File: config.mk
export PLATFORM = sky130hd
export DESIGN_NAME = rmf_ctrl
export DESIGN_NICKNAME = d
export VERILOG_FILES = /design/src/logic/rmf_pkg.sv /design/src/logic/rmf_ctrl.sv
export SDC_FILE = /design/constraint.sdc
export NUM_CORES = 1
export LEC_CHECK = 0
export ABC_AREA = 1
export BUFFER_PORTS_ARGS = -buffer_cell sky130_fd_sc_hd__buf_2
export CELL_PAD_IN_SITES_DETAIL_PLACEMENT = 2
export CELL_PAD_IN_SITES_GLOBAL_PLACEMENT = 2
export CORE_MARGIN = 8
export CORE_UTILIZATION = 35
export CTS_BUF_LIST = sky130_fd_sc_hd__clkbuf_4 sky130_fd_sc_hd__clkbuf_8
export DETAILED_ROUTE_END_ITERATION = 12
export PLACE_DENSITY_LB_ADDON = 0.1
export SYNTH_ARGS = -nofsm -noshare
export SYNTH_HDL_FRONTEND = slang
export SYNTH_SLANG_ARGS = --single-unit
File: constraint.sdc
create_clock -name clk -period 4 [get_ports clk]
set_clock_uncertainty 0.05 [all_clocks]
set_input_delay 0.2 -clock clk [delete_from_list [all_inputs] [get_ports clk]]
set_output_delay 0.2 -clock clk [all_outputs]
set_load 0.05 [all_outputs]
File: src/logic/rmf_pkg.sv
// Constants and types of the RF measure and field detect control block.
// Assumes one 250 MHz system clock and an 8-bit register port with 4-bit addresses.
// Summary of operation
// [RL1] Last 8-bit conversion outcome is kept, replaced by each completed conversion.
// [RL2] Absolute mode spans 00h at 0 V up to FFh, 7.8125 mV steps.
// [RL3] Relative mode, references 1/6 and 5/6 supply, only for phase measurement.
// [RL4] External convert command digitises the analog input pin in absolute mode.
// [RL5] Resonance check converts the phase detector output in relative mode.
// [RL6] Antenna calibration decides on phase detector versus half supply comparator.
// [RL7] Amplitude measure and modulation depth calibration convert the amplitude detector.
// [RL8] Both detectors ORed; each rising edge of that raises the NFC event interrupt.
// [RL9] The two detectors take independent thresholds from the threshold register.
// [RL10] Target activation detector works only while its enable bit is set.
// [RL11] Target activation detector interrupts when a field appears and disappears.
// [RL12] Field present status reads one while target detector exceeds threshold.
// [RL13] Field seen during collision avoidance cancels the send and interrupts.
// [RL14] Collision avoidance precedes each send; target detector off meanwhile.
// [RL15] Oscillator ready interrupt once crystal amplitude passes 750 mVpp.
// [RL16] Internal clock is 13.56 MHz; crystal divide bit halves a 27.12 MHz crystal.
// [RL17] Host clock output is 13.56, 6.78 or 3.39 MHz per configuration field.
// [RL18] Host should clock itself from the host clock output.
// [RL19] Result register is read-only and changes only when a conversion ends.
`default_nettype none
package rmf_pkg;
  localparam int ADDR_W = 4;
  localparam int DATA_W = 8;
  localparam logic [ADDR_W-1:0] REG_OP_CTRL = 4'h0;
  localparam logic [ADDR_W-1:0] REG_CONF2 = 4'h1;
  localparam logic [ADDR_W-1:0] REG_THRESH = 4'h2;
  localparam logic [ADDR_W-1:0] REG_CMD = 4'h3;
  localparam logic [ADDR_W-1:0] REG_ADC_OUT = 4'h4;
  localparam logic [ADDR_W-1:0] REG_STATE = 4'h5;
  localparam logic [ADDR_W-1:0] REG_IRQ_STAT = 4'h6;
  localparam logic [ADDR_W-1:0] REG_IRQ_MASK = 4'h7;
  localparam logic [ADDR_W-1:0] REG_ANT_TRIM = 4'h8;
  localparam int OP_TAD_EN_BIT = 0;
  localparam int CONF2_OSC_DIV_BIT = 0;
  localparam int CONF2_MCU_LSB = 1;
  localparam int STATE_RFP_BIT = 0;
  localparam int STATE_BUSY_BIT = 1;
  localparam int THR_TAD_LSB = 0;
  localparam int THR_CAD_LSB = 4;
  localparam logic [7:0] OP_CTRL_RST = 8'h00;
  localparam logic [7:0] CONF2_RST = 8'h00;
  localparam logic [7:0] THRESH_RST = 8'h00;
  localparam logic [7:0] MASK_RST = 8'h00;
  localparam logic [7:0] CMD_AD_CONVERT = 8'h01;
  localparam logic [7:0] CMD_CHECK_RES = 8'h02;
  localparam logic [7:0] CMD_MEAS_RF = 8'h03;
  localparam logic [7:0] CMD_CAL_MOD = 8'h04;
  localparam logic [7:0] CMD_CAL_ANT = 8'h05;
  localparam logic [7:0] CMD_COLL_AVOID = 8'h06;
  // Interrupt status bit positions
  localparam int IRQ_NFC = 0;
  localparam int IRQ_FIELD_ON = 1;
  localparam int IRQ_FIELD_OFF = 2;
  localparam int IRQ_COLL = 3;
  localparam int IRQ_OSC = 4;
  localparam int IRQ_DONE = 5;
  localparam int IRQ_W = 6;
  localparam int CLK_MHZ = 250;
  localparam int SETTLE_NS = 40;
  localparam int SETTLE_CYC = (SETTLE_NS * CLK_MHZ + 999) / 1000;
  localparam int CA_WIN_NS = 2000;
  localparam int CA_WIN_CYC = (CA_WIN_NS * CLK_MHZ + 999) / 1000;
  localparam logic [1:0] SRC_EXT_PIN = 2'h0;
  localparam logic [1:0] SRC_PHASE = 2'h1;
  localparam logic [1:0] SRC_AMPL = 2'h2;
  typedef struct packed {
    logic [1:0] src;
    logic rel_mode;
    logic [7:0] dac;
  } rmf_adc_ctrl_t;
  typedef struct packed {
    logic tad_en;
    logic cad_en;
    logic [3:0] tad_thr;
    logic [3:0] cad_thr;
  } rmf_field_ctrl_t;
endpackage
`default_nettype wire

File: src/logic/rmf_ctrl.sv
// Control logic of the reader front end: converter sequencing, field detect,
// collision avoidance, clock division and the register port.
// Assumes analog comparator outputs and the crystal arrive asynchronously.
//
// Strobed register access and the placing of the registers were chosen for this implementation.
`timescale 1ns/10ps
`default_nettype none
module rmf_ctrl #(
  parameter int SYNC_IN_W = 6
) (
  input wire logic clk,
  input wire logic sys_rst,
  input wire logic [rmf_pkg::ADDR_W-1:0] reg_addr,
  input wire logic [rmf_pkg::DATA_W-1:0] reg_wdata,
  input wire logic reg_we,
  input wire logic reg_re,
  output logic [rmf_pkg::DATA_W-1:0] reg_rdata,
  input wire logic crystal_input,
  input wire logic adc_cmp_hi,
  input wire logic phase_above_half,
  input wire logic tad_detect,
  input wire logic cad_detect,
  input wire logic osc_amp_ok,
  output rmf_pkg::rmf_adc_ctrl_t adc_ctrl,
  output rmf_pkg::rmf_field_ctrl_t field_ctrl,
  output logic [3:0] ant_trim,
  output logic tx_go,
  output logic int_clk,
  output logic mcu_clk,
  output logic irq
);
  import rmf_pkg::*;

  // The synchroniser bank is wired to exactly six asynchronous inputs
  if (SYNC_IN_W != 6) begin : g_bad_width
    $error("rmf_ctrl serves exactly six asynchronous inputs");
  end

  typedef enum logic [2:0] {ST_IDLE, ST_SAR_SET, ST_SAR_DEC, ST_CA} rmf_state_t;

  // Two-stage synchronisers for every asynchronous input
  logic [SYNC_IN_W-1:0] async_in;
  logic [SYNC_IN_W-1:0] meta_q;
  logic [SYNC_IN_W-1:0] sync_q;
  assign async_in = {osc_amp_ok, cad_detect, tad_detect, phase_above_half, adc_cmp_hi,
                     crystal_input};
  for (genvar i = 0; i < SYNC_IN_W; i++) begin : g_sync
    always_ff @(posedge clk or posedge sys_rst) begin
      if (sys_rst) begin
        meta_q[i] <= 1'b0;
        sync_q[i] <= 1'b0;
      end else begin
        meta_q[i] <= async_in[i];
        sync_q[i] <= meta_q[i];
      end
    end
  end
  logic xtal_s, cmp_s, phase_s, tad_s, cad_s, osc_s;
  assign {osc_s, cad_s, tad_s, phase_s, cmp_s, xtal_s} = sync_q;

  // Registers
  logic [7:0] op_ctrl_q, conf2_q, thresh_q, adc_out_q, mask_q;
  logic [3:0] trim_q;
  logic [IRQ_W-1:0] irq_stat_q, irq_set;
  logic cmd_we;
  assign cmd_we = reg_we && (reg_addr == REG_CMD);

  always_ff @(posedge clk or posedge sys_rst) begin
    if (sys_rst) begin
      op_ctrl_q <= OP_CTRL_RST;
      conf2_q <= CONF2_RST;
      thresh_q <= THRESH_RST;
      mask_q <= MASK_RST;
    end else if (reg_we) begin
      if (reg_addr == REG_OP_CTRL) op_ctrl_q <= reg_wdata;
      if (reg_addr == REG_CONF2) conf2_q <= reg_wdata;
      if (reg_addr == REG_THRESH) thresh_q <= reg_wdata; // RL9
      if (reg_addr == REG_IRQ_MASK) mask_q <= reg_wdata;
    end
  end

  // Sequencer: successive approximation and collision avoidance
  rmf_state_t state_q;
  logic [7:0] trial_q, bit_q;
  logic [1:0] src_q;
  logic rel_q, ant_mode_q;
  logic [$clog2(CA_WIN_CYC+1)-1:0] cnt_q;
  logic decide;
  logic cad_seen;
  assign decide = ant_mode_q ? phase_s : cmp_s; // RL6

  always_ff @(posedge clk or posedge sys_rst) begin
    if (sys_rst) begin
      state_q <= ST_IDLE;
      trial_q <= 8'h00;
      bit_q <= 8'h00;
      src_q <= SRC_EXT_PIN;
      rel_q <= 1'b0;
      ant_mode_q <= 1'b0;
      cnt_q <= '0;
    end else begin
      unique case (state_q)
        ST_IDLE: begin
          cnt_q <= '0;
          if (cmd_we) begin
            ant_mode_q <= 1'b0;
            rel_q <= 1'b0; // RL3
            trial_q <= 8'h80;
            bit_q <= 8'h80;
            state_q <= ST_SAR_SET;
            if (reg_wdata == CMD_AD_CONVERT) begin
              src_q <= SRC_EXT_PIN; // RL4
            end else if (reg_wdata == CMD_CHECK_RES) begin
              src_q <= SRC_PHASE; // RL5
              rel_q <= 1'b1; // RL3
            end else if (reg_wdata == CMD_MEAS_RF || reg_wdata == CMD_CAL_MOD) begin
              src_q <= SRC_AMPL; // RL7
            end else if (reg_wdata == CMD_CAL_ANT) begin
              ant_mode_q <= 1'b1; // RL6
              src_q <= SRC_PHASE;
            end else if (reg_wdata == CMD_COLL_AVOID) begin
              state_q <= ST_CA; // RL14
            end else begin
              state_q <= ST_IDLE;
            end
          end
        end
        ST_SAR_SET: begin
          // The analog comparator needs time after each trial step
          if (cnt_q == ($bits(cnt_q))'(SETTLE_CYC - 1)) begin
            cnt_q <= '0;
            state_q <= ST_SAR_DEC;
          end else begin
            cnt_q <= cnt_q + 1'b1;
          end
        end
        ST_SAR_DEC: begin
          if (!decide) trial_q <= trial_q & ~bit_q;
          // Antenna trim is only four bits deep
          if (bit_q == 8'h01 || (ant_mode_q && bit_q == 8'h10)) begin
            state_q <= ST_IDLE;
          end else begin
            trial_q <= (decide ? trial_q : (trial_q & ~bit_q)) | (bit_q >> 1);
            bit_q <= bit_q >> 1;
            state_q <= ST_SAR_SET;
          end
        end
        ST_CA: begin
          if (cad_s || cnt_q == ($bits(cnt_q))'(CA_WIN_CYC - 1)) begin
            cnt_q <= '0;
            state_q <= ST_IDLE;
          end else begin
            cnt_q <= cnt_q + 1'b1;
          end
        end
        default: state_q <= ST_IDLE;
      endcase
    end
  end

  logic sar_end;
  logic [7:0] final_code;
  assign sar_end = (state_q == ST_SAR_DEC) &&
                   (bit_q == 8'h01 || (ant_mode_q && bit_q == 8'h10));
  assign final_code = decide ? trial_q : (trial_q & ~bit_q);
  assign cad_seen = (state_q == ST_CA) && cad_s;

  // Result only moves at the end, never during the approximation
  always_ff @(posedge clk or posedge sys_rst) begin
    if (sys_rst) begin
      adc_out_q <= 8'h00;
      trim_q <= 4'h0;
    end else if (sar_end) begin
      if (ant_mode_q) trim_q <= final_code[7:4];
      else adc_out_q <= final_code; // RL1 RL19 RL2
    end
  end

  // Send permitted only when the avoidance window closes clean
  always_ff @(posedge clk or posedge sys_rst) begin
    if (sys_rst) tx_go <= 1'b0;
    else tx_go <= (state_q == ST_CA) && !cad_s &&
                  (cnt_q == ($bits(cnt_q))'(CA_WIN_CYC - 1)); // RL13
  end

  // Field detection
  logic tad_active, tad_eff, or_q, tad_q, osc_q;
  assign tad_active = op_ctrl_q[OP_TAD_EN_BIT] && (state_q != ST_CA); // RL10 RL14
  assign tad_eff = tad_active && tad_s; // RL12
  always_ff @(posedge clk or posedge sys_rst) begin
    if (sys_rst) begin
      or_q <= 1'b0;
      tad_q <= 1'b0;
      osc_q <= 1'b0;
    end else begin
      or_q <= tad_eff | cad_seen;
      tad_q <= tad_eff;
      osc_q <= osc_s;
    end
  end

  always_comb begin
    irq_set = '0;
    irq_set[IRQ_NFC] = (tad_eff | cad_seen) && !or_q; // RL8
    irq_set[IRQ_FIELD_ON] = tad_eff && !tad_q; // RL11
    irq_set[IRQ_FIELD_OFF] = !tad_eff && tad_q; // RL11
    irq_set[IRQ_COLL] = cad_seen; // RL13
    irq_set[IRQ_OSC] = osc_s && !osc_q; // RL15
    irq_set[IRQ_DONE] = sar_end || tx_go;
  end

  // Write one to clear; a new event in the same cycle wins
  always_ff @(posedge clk or posedge sys_rst) begin
    if (sys_rst) irq_stat_q <= '0;
    else if (reg_we && reg_addr == REG_IRQ_STAT)
      irq_stat_q <= (irq_stat_q & ~reg_wdata[IRQ_W-1:0]) | irq_set;
    else irq_stat_q <= irq_stat_q | irq_set;
  end
  assign irq = |(irq_stat_q & mask_q[IRQ_W-1:0]);

  // Clock division. Sampling the crystal at 250 MHz limits edge accuracy to 4 ns.
  logic xtal_q, int_q, int_d1_q;
  logic [1:0] mcu_cnt_q;
  always_ff @(posedge clk or posedge sys_rst) begin
    if (sys_rst) begin
      xtal_q <= 1'b0;
      int_q <= 1'b0;
    end else begin
      xtal_q <= xtal_s;
      if (conf2_q[CONF2_OSC_DIV_BIT]) begin
        if (xtal_s && !xtal_q) int_q <= !int_q; // RL16
      end else begin
        int_q <= xtal_s;
      end
    end
  end
  always_ff @(posedge clk or posedge sys_rst) begin
    if (sys_rst) begin
      int_d1_q <= 1'b0;
      mcu_cnt_q <= 2'h0;
      mcu_clk <= 1'b0;
    end else begin
      int_d1_q <= int_q;
      if (int_q && !int_d1_q) mcu_cnt_q <= mcu_cnt_q + 2'h1;
      unique case (conf2_q[CONF2_MCU_LSB +: 2])
        2'h1: mcu_clk <= mcu_cnt_q[0]; // RL17
        2'h2: mcu_clk <= mcu_cnt_q[1]; // RL17
        default: mcu_clk <= int_q; // RL18
      endcase
    end
  end
  assign int_clk = int_q;

  // Register read, one cycle later
  always_ff @(posedge clk or posedge sys_rst) begin
    if (sys_rst) reg_rdata <= 8'h00;
    else if (reg_re) begin
      unique case (reg_addr)
        REG_OP_CTRL: reg_rdata <= op_ctrl_q;
        REG_CONF2: reg_rdata <= conf2_q;
        REG_THRESH: reg_rdata <= thresh_q;
        REG_ADC_OUT: reg_rdata <= adc_out_q;
        REG_STATE: reg_rdata <= {6'h00, state_q != ST_IDLE, tad_eff}; // RL12
        REG_IRQ_STAT: reg_rdata <= {{(8-IRQ_W){1'b0}}, irq_stat_q};
        REG_IRQ_MASK: reg_rdata <= mask_q;
        REG_ANT_TRIM: reg_rdata <= {4'h0, trim_q};
        default: reg_rdata <= 8'h00;
      endcase
    end else reg_rdata <= 8'h00;
  end

  always_comb begin
    adc_ctrl.src = src_q;
    adc_ctrl.rel_mode = rel_q;
    adc_ctrl.dac = trial_q;
    field_ctrl.tad_en = tad_active;
    field_ctrl.cad_en = (state_q == ST_CA);
    field_ctrl.tad_thr = thresh_q[THR_TAD_LSB +: 4]; // RL9
    field_ctrl.cad_thr = thresh_q[THR_CAD_LSB +: 4]; // RL9
  end
  assign ant_trim = trim_q;
endmodule
`default_nettype wire

==> results_dict.tcl <==
set metrics [dict create \
    status "complete, no violations" \
    finalInstanceArea_um2 5640 \
    fin_crit_sh_pct 51.7 \
    path_clk_slew_ns 0.11 \
    slew_violations 0 \
    drive_above_1_share_pct 16.5 \
    worst_path_dominant_cell_family "simple AND/OR/NAND/NOR gates" \
    grt_busiest_layer "met2" \
    rsz0062_at_grt "no" \
    crit_top_cell "inv_1" \
    cts.sinks 111 \
    syn_to_final_growth_pct 15.6 \
    r2r_start "state_q[1]" \
    num_rows 43 \
    grt_pass1_vias 4497 \
    drv_cap 0 \
    critPathSlowestCell "nor2_1" \
    drtAntennaViolNets 0 \
    diodes 0 \
    final_hold_viol_count 0 \
    synth.avg_cell_area_um2 8.77 \
    start_util_pct 35.5 \
    grt_pass1_wl_um 24600 \
    critPathMaxStageDelay_ns 0.63 \
    numCtsBuffers 9 \
    worstMarginPinSlew_ns 0.827 \
    gr-usage-met3_pct 4.79 \
    critPathLaunchType "flop" \
    die_h_um 134 \
    final_cell_mix "167 x nand2_1, 111 x dfrtp_1, 68 x o21ai_0" \
    setup_viol 0 \
    slew_headroom_pct 44.6 \
    place_congestion 0.788 \
    yosysSeqAreaShare_pct 57.0 \
    critical_path_class "reg -> reg" \
    wl_per_cell_um 18.5 \
    cp_max_fo 16 \
    ys_types 34 \
    synthesis.area_um2 4880 \
    hp-start "reg_wdata[6]" \
    hold_buffers 7 \
    end_kind "flop" \
    synthCells 556 \
    crit_required_ns 4.29 \
    mostFrequentLayoutCell "nand2_1" \
    crit_buf_inv 2 \
    drt-initial-drc-count 138 \
    io_buffer_count 58 \
    antenna_found_initial 0 \
    drc 0 \
    ios 59 \
    grt_use_met1_pct 21.1 \
    ys_seq_elements 111 \
    chipWidth_um 134 \
    dieArea_um2 18000 \
    cts.path.max_buffers 2 \
    cp_cell_sequence "inv_1, nor2_1, inv_1, a21oi_1, a21o_1" \
    p_per_area_nw_per_um2 568 \
    cts_resized 0 \
    max_freq_ghz 0.483 \
    totalWireLength_um 14900 \
    dp_hpwl_um 11400 \
    syn-num-nets 582 \
    grt-ovfl-total 0 \
    cts_root_buf "clkbuf_8" \
    grt_use_met2_pct 30.8 \
    place_area_um2 5320 \
    irDropWorstVdd_v 0.000261 \
    setup_tns_ns 0 \
    hold_path.class "in -> reg" \
    critPathLaunch "state_q[1]" \
    worst_skew_pair.late_latency_ns 0.39 \
    grt_max_degree 44 \
    final.min_clock_period_ns 2.07 \
    htreeDepth 3 \
    first_pass_iters 4 \
    nets 650 \
    postCtsSetupBuffers 0 \
    viasPerCell 4.96 \
    critPathArrivalTime_ns 2.35 \
    dr_total_vias 4011 \
    core_um2 13700 \
    yosysWarnings 0 \
    grt.total_usage_pct 17.6 \
    cts_tree "done" \
    p_leak_nw 2.83 \
]
==> cell usage after synthesis <==
cell / n / area share (%)
a22oi_1: 1 / 0.15
buf_4: 2 / 0.31
a22o_1: 2 / 0.36
o2bb2ai_1: 1 / 0.18
nand3_1: 15 / 1.5
a211oi_1: 2 / 0.31
o21bai_1: 1 / 0.15
buf_2: 2 / 0.21
xor2_1: 4 / 0.72
buf_6: 5 / 1.2
inv_1: 57 / 4.4
o22ai_1: 3 / 0.38
nand3b_1: 1 / 0.15
a221oi_1: 1 / 0.18
inv_2: 8 / 0.62
nor2_1: 34 / 2.6
xnor2_1: 2 / 0.36
a31oi_1: 4 / 0.51
dfrtp_1: 111 / 57
nor2_2: 4 / 0.51
o21ai_2: 8 / 1.4
nor2_4: 1 / 0.23
nor3_1: 3 / 0.31
ha_1: 4 / 1.0
a21o_1: 4 / 0.62
o21ai_1: 10 / 1.0
a21oi_1: 15 / 1.5
clkbuf_1: 1 / 0.077
nand4_1: 4 / 0.51
o211ai_1: 5 / 0.77
o21ai_0: 68 / 7.0
nand2_2: 5 / 0.64
nand2_1: 167 / 13
nand3_2: 1 / 0.21
==> state kept, by name (all words and copies together) (netlist names), 2 cells and up <==
| signal | count |
|---|---|
| irq_stat_q | 6 |
| ant_trim | 4 |
| src_q | 2 |
| reg_rdata | 8 |
| mask_q | 8 |
| trial_q | 8 |
| adc_out_q | 8 |
| conf2_q | 8 |
| state_q | 2 |
| thresh_q | 8 |
| mcu_cnt_q | 2 |
| meta_q | 6 |
| cnt_q | 9 |
| bit_q | 8 |
| op_ctrl_q | 8 |
==> cell type report <==
type                            count  area, um^2
Multi-Input combinational cell    370        1770
Fill cell                        1562        8080
Sequential cell                   111        2780
Timing Repair Buffer               67         375
Inverter                           65         246
Clock inverter                      7         119
Tap cell                          180         225
Clock buffer                        9         124
==> worst paths after layout <==
path / to / slack, ns / depth (start not counted)
max: trial_q[4] / 1.93 / 5
min: thresh_q[6] / 0.12 / 3
max reg2reg: trial_q[4] / 1.93 / 5
min reg2reg: cmp_s / 0.30 / 0
max in group asynchronous: op_ctrl_q[7] / 2.62 / 4
min in group asynchronous: meta_q[4] / 0.36 / 3
==> power by group <==
| group | internal [mW] | total [mW] | switching, mW |
|---|---|---|---|
| Sequential | 1.31 | 1.46 | 0.150 |
| Clock | 0.417 | 0.821 | 0.404 |
| Combinational | 0.226 | 0.918 | 0.692 |
| Total | 1.96 | 3.20 | 1.25 |
==> stage by stage <==
stage	instances	hold WS, ns	power, mW	utilization [%]	setup slack [ns]
final	809	0.122	3.20	41.1	1.93
after global routing	809	0.142	3.40	41.1	1.70
after CTS	809	0.0988	3.26	41.1	1.89
after detailed placement	786	0.253	2.42	38.8	1.91
after global placement	786	0.242	2.37	38.8	2.03
after floorplan	556	0.181	2.11	-	0.819
==> per-layer routing <==
metal	wire length, um	vias up
met5	0	-
met4	99	0
met3	531	7
met2	7730	52
met1	6570	2029
li1	-	1923
==> worst min-delay path, delay by kind of cell <==
family / cells / cell delay, ns
AO/OA/AOI/OAI: 1 / 0.16
buffers and inverters: 2 / 0.17
==> kinds of logic after synthesis <==
group | synth area share [%]
buf+inv | 6.75
fa+ha+maj | 1.03
compound gates | 14.6
xor+xnor | 1.08
simple gates | 19.6
flops | 57.0
No activity file was read; power rests on OpenSTA's default activity.
